<file path="src/verilog/event_flags_pkg.sv">
// Constants and types for the per-port event flag register bank
// Summary of operation
// - Class flags set per classification cycle, or only on class change when selected.
// - Detect flags set per detection cycle, or only on result change when selected.
// - Each nibble holds one bit per port, port 1 in the lowest bit.
// - Fault flags read at two codes; the second also clears them.
// - Start/limit flags read at two codes; the second also clears them.
// - Fault and start/limit flags of a port clear when that port switches off.
// - A clear-on-read of the flags driving the interrupt releases it.
// - Every set flag feeds its class summary bit in the interrupt register.
// - Fault upper nibble is disconnect, lower nibble is overload timer fault.
// - With cutoff disabled, overload flags but no switch-off, timeout half limit time.
// - Clear-on-read of fault flags resets overload counters, not limit counters.
// - Otherwise overload follows its normal timer; clear-on-read resets no counter.
// - Limit flags set when current held at limit longer than limit time.
// - Start flags set on start-time fault or class/detect error at standard turn-on.
// - Detection flags read at two codes; the second also clears them.
// - A masked event class does not drive the interrupt; flags still update.
package event_flags_pkg;

  localparam int num_ports = 4;

  // Register offsets are word indices taken from haddr[9:2] (byte address is index times four)
  localparam logic [7:0] detect_idx = 8'h04;
  localparam logic [7:0] detect_cr_idx = 8'h05;
  localparam logic [7:0] fault_idx = 8'h06;
  localparam logic [7:0] fault_cr_idx = 8'h07;
  localparam logic [7:0] start_idx = 8'h08;
  localparam logic [7:0] start_cr_idx = 8'h09;
  localparam logic [7:0] config_idx = 8'h10;
  localparam logic [7:0] irq_status_idx = 8'h11;
  localparam logic [7:0] irq_mask_idx = 8'h12;
  localparam logic [7:0] counter_cfg_idx = 8'h13;

  // Control register field positions
  localparam int cfg_class_change_bit = 0;
  localparam int cfg_detect_change_bit = 1;
  localparam int cfg_cutoff_dis_lsb = 4;

  // Interrupt summary bit positions (same layout for status and mask)
  localparam int sum_detect_bit = 3;
  localparam int sum_class_bit = 4;
  localparam int sum_fault_bit = 2;
  localparam int sum_ilim_bit = 5;
  localparam int sum_start_bit = 6;

  localparam logic [7:0] flags_reset = 8'h00;
  localparam logic [7:0] mask_reset = 8'h00;
  localparam logic [7:0] config_reset = 8'h00;

  // Times in microseconds at 20 MHz
  localparam int clk_mhz = 20;
  localparam int overload_time_us = 60000;
  localparam int current_limit_time_us = 60000;
  localparam int overload_cycles_def = overload_time_us * clk_mhz;
  localparam int limit_cycles_def = current_limit_time_us * clk_mhz;

endpackage

</file>
<file path="src/verilog/poe_port_event_flag_registers.sv">
// Per-port event flag register bank with AHB-Lite slave and interrupt
//
// Design decision made here: the AHB-Lite interface to the registers.
`timescale 1ns/10ps
module poe_port_event_flag_registers
  import event_flags_pkg::*;
#(
  parameter int overload_cycles = overload_cycles_def,
  parameter int limit_cycles = limit_cycles_def,
  parameter int cnt_w = 24
) (
  // Clock and reset
  input wire logic clk,
  input wire logic sys_rst,
  // AHB-Lite slave
  input wire logic hsel,
  input wire logic [31:0] haddr,
  input wire logic [1:0] htrans,
  input wire logic hwrite,
  input wire logic [2:0] hsize,
  input wire logic [31:0] hwdata,
  input wire logic hready,
  output logic [31:0] hrdata,
  output logic hreadyout,
  output logic hresp,
  // Port state machine events, one bit per port, one-cycle pulses
  input wire logic [3:0] class_done,
  input wire logic [3:0] class_changed,
  input wire logic [3:0] detect_done,
  input wire logic [3:0] detect_changed,
  input wire logic [3:0] disconnect_evt,
  input wire logic [3:0] start_fault_evt,
  input wire logic [3:0] std_turn_on_error,
  input wire logic [3:0] port_off,
  // Port current status levels
  input wire logic [3:0] overload_active,
  input wire logic [3:0] at_current_limit,
  // Outputs
  output logic [3:0] overload_shutdown,
  output logic irq_n
);

  typedef struct packed {
    logic [31:0] rdata;
    logic pend_valid;
    logic pend_write;
    logic [7:0] pend_idx;
    logic [7:0] detect_flags;
    logic [7:0] fault_flags;
    logic [7:0] start_flags;
    logic [7:0] config_flags;
    logic [7:0] irq_status;
    logic [7:0] irq_mask;
    logic [num_ports*cnt_w-1:0] ovl_cnt;
    logic [num_ports*cnt_w-1:0] lim_cnt;
    logic [3:0] shutdown;
    logic irq_n;
  } state_t;

  state_t s_reg;
  state_t s_next;

  logic addr_phase;
  logic [7:0] addr_idx;
  logic read_cr_detect;
  logic read_cr_fault;
  logic read_cr_start;
  logic read_status;
  logic [3:0] cutoff_dis;
  logic [3:0] ovl_hit;
  logic [3:0] lim_hit;
  logic [7:0] detect_set;
  logic [7:0] fault_set;
  logic [7:0] start_set;
  logic [7:0] sum_now;
  logic [7:0] cr_clear;
  logic [31:0] ovl_lim;
  logic [31:0] half_lim;

  assign addr_phase = hsel & htrans[1] & hready;
  assign addr_idx = haddr[9:2];
  assign cutoff_dis = s_reg.config_flags[cfg_cutoff_dis_lsb +: 4];
  assign half_lim = 32'(limit_cycles / 2);
  assign ovl_lim = 32'(overload_cycles);

  // Clear-on-read acts in the data phase, after the contents are latched
  assign read_cr_detect = s_reg.pend_valid & ~s_reg.pend_write & (s_reg.pend_idx == detect_cr_idx);
  assign read_cr_fault = s_reg.pend_valid & ~s_reg.pend_write & (s_reg.pend_idx == fault_cr_idx);
  assign read_cr_start = s_reg.pend_valid & ~s_reg.pend_write & (s_reg.pend_idx == start_cr_idx);
  assign read_status = s_reg.pend_valid & ~s_reg.pend_write & (s_reg.pend_idx == irq_status_idx);

  // Per-port timers and event sources
  genvar p;
  generate
    for (p = 0; p < num_ports; p++) begin : g_port
      logic [cnt_w-1:0] oc;
      logic [cnt_w-1:0] lc;
      assign oc = s_reg.ovl_cnt[p*cnt_w +: cnt_w];
      assign lc = s_reg.lim_cnt[p*cnt_w +: cnt_w];
      // Cutoff disabled uses half the limit time as overload timeout
      assign ovl_hit[p] = overload_active[p] &
        (32'(oc) + 32'h1 == (cutoff_dis[p] ? half_lim : ovl_lim));
      assign lim_hit[p] = at_current_limit[p] & (32'(lc) + 32'h1 == 32'(limit_cycles));
      assign detect_set[4+p] = s_reg.config_flags[cfg_class_change_bit] ?
        class_changed[p] : class_done[p];
      assign detect_set[p] = s_reg.config_flags[cfg_detect_change_bit] ?
        detect_changed[p] : detect_done[p];
      assign fault_set[4+p] = disconnect_evt[p];
      assign fault_set[p] = ovl_hit[p];
      assign start_set[4+p] = lim_hit[p];
      assign start_set[p] = start_fault_evt[p] | std_turn_on_error[p];
    end
  endgenerate

  always_comb begin
    s_next = s_reg;
    // Bus address phase capture
    s_next.pend_valid = addr_phase;
    s_next.pend_write = hwrite;
    s_next.pend_idx = addr_idx;
    if (addr_phase && !hwrite) begin
      unique case (addr_idx)
        detect_idx, detect_cr_idx: s_next.rdata = {24'h0, s_reg.detect_flags};
        fault_idx, fault_cr_idx: s_next.rdata = {24'h0, s_reg.fault_flags};
        start_idx, start_cr_idx: s_next.rdata = {24'h0, s_reg.start_flags};
        config_idx: s_next.rdata = {24'h0, s_reg.config_flags};
        irq_status_idx: s_next.rdata = {24'h0, s_reg.irq_status};
        irq_mask_idx: s_next.rdata = {24'h0, s_reg.irq_mask};
        default: s_next.rdata = 32'h0;
      endcase
    end
    if (s_reg.pend_valid && s_reg.pend_write) begin
      if (s_reg.pend_idx == config_idx) s_next.config_flags = hwdata[7:0];
      if (s_reg.pend_idx == irq_mask_idx) s_next.irq_mask = hwdata[7:0];
    end

    // Counters: overload timer restarts on fault clear-on-read only with cutoff disabled
    for (int i = 0; i < num_ports; i++) begin
      if (!overload_active[i] || ovl_hit[i] || (read_cr_fault && cutoff_dis[i])) begin
        s_next.ovl_cnt[i*cnt_w +: cnt_w] = '0;
      end else begin
        s_next.ovl_cnt[i*cnt_w +: cnt_w] = s_reg.ovl_cnt[i*cnt_w +: cnt_w] + cnt_w'(1);
      end
      // Limit timer never touched by clear-on-read
      if (!at_current_limit[i] || lim_hit[i]) begin
        s_next.lim_cnt[i*cnt_w +: cnt_w] = '0;
      end else begin
        s_next.lim_cnt[i*cnt_w +: cnt_w] = s_reg.lim_cnt[i*cnt_w +: cnt_w] + cnt_w'(1);
      end
      if (port_off[i]) s_next.shutdown[i] = 1'b0;
      else if (ovl_hit[i] && !cutoff_dis[i]) s_next.shutdown[i] = 1'b1;
    end

    // Flags: clear first, then set so a coincident event survives
    if (read_cr_detect) s_next.detect_flags = flags_reset;
    if (read_cr_fault) s_next.fault_flags = flags_reset;
    if (read_cr_start) s_next.start_flags = flags_reset;
    s_next.fault_flags = s_next.fault_flags & ~{port_off, port_off};
    s_next.start_flags = s_next.start_flags & ~{port_off, port_off};
    s_next.detect_flags = s_next.detect_flags | detect_set;
    s_next.fault_flags = s_next.fault_flags | fault_set;
    s_next.start_flags = s_next.start_flags | start_set;

    // Summary bits follow the live flags; sticky status cleared by its own read
    sum_now = 8'h0;
    cr_clear = 8'h0;
    // A clearing read drops the summary bits its register feeds
    if (read_cr_detect) begin
      cr_clear[sum_detect_bit] = 1'b1;
      cr_clear[sum_class_bit] = 1'b1;
    end
    if (read_cr_fault) begin
      cr_clear[sum_fault_bit] = 1'b1;
      cr_clear[sum_ilim_bit] = 1'b1;
    end
    if (read_cr_start) begin
      cr_clear[sum_ilim_bit] = 1'b1;
      cr_clear[sum_start_bit] = 1'b1;
    end
    sum_now[sum_detect_bit] = |s_next.detect_flags[3:0];
    sum_now[sum_class_bit] = |s_next.detect_flags[7:4];
    sum_now[sum_fault_bit] = |s_next.fault_flags[7:4];
    sum_now[sum_ilim_bit] = |s_next.start_flags[7:4] | |s_next.fault_flags[3:0];
    sum_now[sum_start_bit] = |s_next.start_flags[3:0];
    // Flag registers hold the event, so a summary reasserts until its flags clear
    // Live flags set afterwards win, so a remaining or new event keeps its bit
    s_next.irq_status = ((read_status ? 8'h0 : s_reg.irq_status) & ~cr_clear) | sum_now;
    s_next.irq_n = ~|(s_next.irq_status & s_reg.irq_mask);
  end

  always_ff @(posedge clk or posedge sys_rst) begin
    if (sys_rst) begin
      s_reg <= '0;
      s_reg.irq_n <= 1'b1;
    end else begin
      s_reg <= s_next;
    end
  end

  assign hrdata = s_reg.rdata;
  assign hreadyout = 1'b1;
  assign hresp = 1'b0;
  assign overload_shutdown = s_reg.shutdown;
  assign irq_n = s_reg.irq_n;

endmodule

</file>
<file path="config.mk">
export PLATFORM = sky130hd
export DESIGN_NAME = poe_port_event_flag_registers
export DESIGN_NICKNAME = d
export VERILOG_FILES = /design/src/verilog/event_flags_pkg.sv /design/src/verilog/poe_port_event_flag_registers.sv
export SDC_FILE = /design/constraint.sdc
export NUM_CORES = 1
export LEC_CHECK = 0
export ABC_AREA = 1
export BUFFER_PORTS_ARGS = -buffer_cell sky130_fd_sc_hd__clkbuf_2
export CAP_MARGIN = 5
export CORE_MARGIN = 2
export CORE_UTILIZATION = 42
export DETAILED_ROUTE_END_ITERATION = 8
export PLACE_DENSITY = 0.63
export SLEW_MARGIN = 20
export SYNTH_ARGS = -nofsm -noshare
export SYNTH_HDL_FRONTEND = slang
export SYNTH_SLANG_ARGS = --single-unit
export TNS_END_PERCENT = 5
</file>
<file path="constraint.sdc">
create_clock -name clk -period 9.3 [get_ports clk]
set_clock_uncertainty 0.05 [all_clocks]
set_input_delay 1.395 -clock clk [delete_from_list [all_inputs] [get_ports clk]]
set_output_delay 1.395 -clock clk [all_outputs]
set_load 0.01 [all_outputs]
</file>
## Yosys cells after proc, flatten, opt, wreduce, memory -nomap -nowiden

Cells that the tools add are included.

| word-level totals | value |
|---|---|
| bits in registers | 287 |
| bits of input ports | 114 |

| operators by class | value |
|---|---|
| $add $sub $neg | 16 |
| equal/unequal tests | 23 |
| multiplexer cells | 36 |
| bitwise gates (word level) | 31 |
| reductions and logical operators | 52 |

Operator list:

| kind | number |
|---|---|
| 24-bit by 1-bit adder with 25-bit output (second input constant) | 8 |
| 24-bit by 1-bit adder with 24-bit output (second input constant) | 8 |
| 24-bit 2-to-1 mux | 8 |
| 25-bit by 21-bit == test with 1-bit output | 4 |
| 25-bit by 21-bit == test with 1-bit output (second input constant) | 4 |
| 21-bit 2-to-1 mux | 4 |
| 8-bit by 3-bit == test with 1-bit output (second input constant) | 6 |
| 8-bit by 5-bit == test with 1-bit output (second input constant) | 6 |
| 8-bit one-hot mux with 6 select lines | 1 |
| 8-bit bitwise AND | 4 |
| 8-bit 2-to-1 mux | 4 |
| 8-bit by 4-bit == test with 1-bit output (second input constant) | 3 |
| 8-bit OR | 3 |
| 4-bit OR reduction | 6 |
| 1-bit 2-to-1 mux | 17 |
| 1-bit bitwise AND | 15 |
| 1-bit zero test | 14 |
| 1-bit logical OR | 12 |
| 1-bit logical AND | 10 |
| 7-bit inverter with 8-bit output | 1 |
| 8-bit inverter | 1 |
| 8-bit by 7-bit OR with 8-bit output | 1 |
| 2-bit nonzero test | 4 |
| 8-bit OR reduction | 1 |
| other kinds (5) | 13 |

## Logic depth before layout (Yosys ltp)

| logic depth | value |
|---|---|
| depth in word-level cells | 12 |
| mapped depth | 19 |

## Least setup slack after synthesis

OpenSTA, ideal clock, no wires.

| path | value |
|---|---|
| kind | input-to-reg |
| start point | input haddr[9] |
| end point | register s_reg (netlist bit hrdata[2]) |
| library setup time | 0.077 ns |
| arrival | 2.603 ns |
| required time | 9.173 ns |
| path slack | 6.570 ns |
| stages on the path | 9 |
| buffers on the path | 0 |
| cell sequence | nor2_1 > inv_1 > nor3_1 > inv_1 > nor3_1 > nand2_1 > o211ai_1 > a221oi_1 > a21oi_1 |

| on the way | value |
|---|---|
| longest elaborated chain between the ends | 3 |
| elaborated cells between the ends (all ways) | 13 |
| those cells by class | 9 x eq/ne; 1 x mux; 3 x reduce/logical |

RTL lines:

| item | RTL line | source |
|---|---|---|
| start: declaration | poe_port_event_flag_registers.sv:17 | `input wire logic [31:0] haddr,` |
| 8-bit by 4-bit == test with 1-bit output or 8-bit by 3-bit == test with 1-bit output (tied branches) | poe_port_event_flag_registers.sv:122 | `unique case (addr_idx)` |
| 2-bit OR reduction | poe_port_event_flag_registers.sv:122 |  |
| 8-bit one-hot mux with 6 select lines * | poe_port_event_flag_registers.sv:122 |  |
| end signal: assignment | poe_port_event_flag_registers.sv:196 | `s_reg <= s_next;` |
| end: declaration | poe_port_event_flag_registers.sv:60 | `state_t s_reg;` |

Mark *: on every way between the ends. The rest lies on a longest branch, timed or not.
A chain may end at the register's enable or synchronous reset.

==> summary.txt <==
GRT Residual Overflow -> 0
Resize count post-CTS -> 0
crit path cell chain -> ha_1 > nand3_1 > nor2_1 > inv_1 > o21bai_1 > nand2_1 > nor2_1 > nand2_1 > nor3_2 > nand2_1 > nand2_1 > a21oi_1
Slew HR -> 0.379
largest net degree at the start of global routing -> 125
static leakage -> 0.00793 µW
ys async rst share -> 1.00
Switching Fraction -> 0.239
min Tclk post-route -> 2.95 ns
Synth-to-Final Area Change -> 11.0%
die height -> 198 µm
Fin Setup TNS -> 0 ns
Final Hold Slack -> 0.425 ns
RePlAce Congestion -> 0.906
outcome -> finished, final reports clean
top-count cell post-synth -> nand2_1
Avg Cell Area, Syn -> 7.05 µm²
Distinct cells, synth -> 48
Seq pwr share -> 0.470
drt wl/cell -> 13.9 µm
initial antenna violation count -> 3
critical path startpoint category -> flip-flop
most frequent CP cell -> nand2_1
IO Port Bufs -> 74
Critical Path RT -> 9.66 ns
Net Switching -> 604 µW
# rows -> 71
Die Width -> 198 µm
Critical Path Slowest Stage Cell -> nand2_1
Worst-path clk slew -> 0.06 ns
final setup fails -> 0
hold_buf cts -> 0
Die Area -> 39400 µm²
layout cells sized above 1 -> 0.0913
clock share of power -> 0.480
# Max-Cap Violations -> 0
via/cell ratio -> 4.96
FMAX -> 339 MHz
initial core utilization -> 0.424
DRC viols -> 0
core area -> 37500 µm²
DR vias -> 14200
clock sink count -> 263
H-tree levels -> 1
combinational share of power -> 0.050
Ys Warns -> 0
Final Slew Violations -> 0
Pint -> 1930 µW
Worst Tran Pin Value -> 0.931 ns
fin crit share -> 0.318
DRT Pass-1 Iters -> 7
Total GRT Usage -> 0.209
Synth top cells by count -> nand2_1 (664), nor2_1 (428), inv_1 (265), dfrtp_1 (262), nand3_1 (139)
unrepaired setup endpoints after global routing -> false
crit path max fanout -> 24
VDD IR-drop max -> 136 µV
CTS Root Buffer Type -> clkbuf_16
drt total wl -> 39.8 mm
Max stage delay on crit path -> 0.63 ns
Longest Clk Path Bufs -> 3
clock latency on the worst-skew pair -> 0.57 ns
cell taking the most area after synthesis -> dfrtp_1
worst path arrival time -> 3.31 ns
register-to-register setup slack -> 6.35 ns
# diodes -> 0
worst setup path class -> reg -> reg
Mapped Area -> 15900 µm²
global-route wire length before repair -> 66.7 mm
number of global-route vias before repair -> 13700
Synth Register Bits -> 263
CTS tree -> yes
I/O Pins -> 153
Hold Violations, Final -> 0
Seq/Total Area, Yosys -> 0.414
Nets -> 2461
HPWL after DPL -> 29.9 mm
Cell Pwr Density -> 144 nW/µm²
DR iter-0 viols -> 933
Mapped Cells -> 2253
CTS Buf Count -> 31
Post CTS Setup Buffer Count -> 0
ys flop type -> dfrtp_1
worst min-delay path class -> reg -> reg
ANT nets after route -> 0
Critical Path End Type -> flip-flop
synth top area cells -> dfrtp_1 (41%), nand2_1 (16%), nor2_1 (10%)
EDFF count, synth -> 0
top-area cell type share of the netlist area -> 0.413
kinds of logic after synthesis:
kind of cell / synth area share
simple gates: 0.383
buf+inv: 0.0912
flops: 0.414
compound gates: 0.0669
xor+xnor: 0.0303
fa+ha+maj: 0.0126
other cells: 0.000473
mux: 0.000630
cells in the final DEF (no fill, tap or decap), types with 34 or more instances in the layout:
master and instances:
nand2_1 664, nand3_1 139, nand4_1 50, inv_1 264, clkbuf_2 74, o21ai_0 37
a21oi_1 77, nor2_2 34, dfrtp_1 262, xor2_1 39, nand3b_1 37, nor2_1 428
worst max-delay path, delay by kind of cell, from the launching register on:
kind,cells,cell delay (ns)
compound gates,2,0.22
fa+ha+maj,1,0.26
buf+inv,1,0.08
flops,1,0.51
simple gates,8,1.66
power by group through the flow:
stage,Clock (µW),Combinational [µW],Sequential [µW]
2_1_floorplan,0,100,1200
3_3_place_gp,0,126,1210
3_5_place_dp,0,129,1210
4_1_cts,1250,129,1190
5_1_grt,1300,146,1190
6_report,1220,126,1190
layer usage:
layer | vias to the layer above | routed length [µm] | GRT usage
li1 | 7211 | - | -
met1 | 6619 | 18300 | 0.281
met2 | 302 | 18000 | 0.345
met3 | 75 | 2210 | 0.0381
met4 | 6 | 1280 | 0.0608
met5 | - | 38 | 0
through the flow:
stage	instances	total power, µW	setup WS (ns)	util	area (µm²)
after global routing	2865	2630	5.95	0.470	17600
after detailed placement	2809	1340	5.73	0.443	16600
after CTS	2865	2560	6.31	0.470	17600
after floorplan	2277	1300	0.616	-	16000
after global placement	2809	1330	5.79	0.443	16600
final	2865	2530	6.35	0.470	17600
area by class of cell:
type	count	area (µm²)
flip-flops and latches	263	6580
multi-input cells	1688	7970
inverters	268	1010
well taps	511	639
clock buffers	41	853
clock inverters	15	156
fillers	3830	19900
repair buffers	79	412
worst paths after layout:
kind,cells after the start,end,start
min reg2reg,1,irq_n,s_reg[202]
max,12,g_port[2].lc[19],g_port[2].lc[0]
max reg2reg,12,g_port[2].lc[19],g_port[2].lc[0]
min,1,irq_n,s_reg[202]
min in group asynchronous,2,g_port[3].lc[6],sys_rst
max in group asynchronous,3,g_port[1].oc[22],sys_rst
No activity file was read; power rests on OpenSTA's default activity.
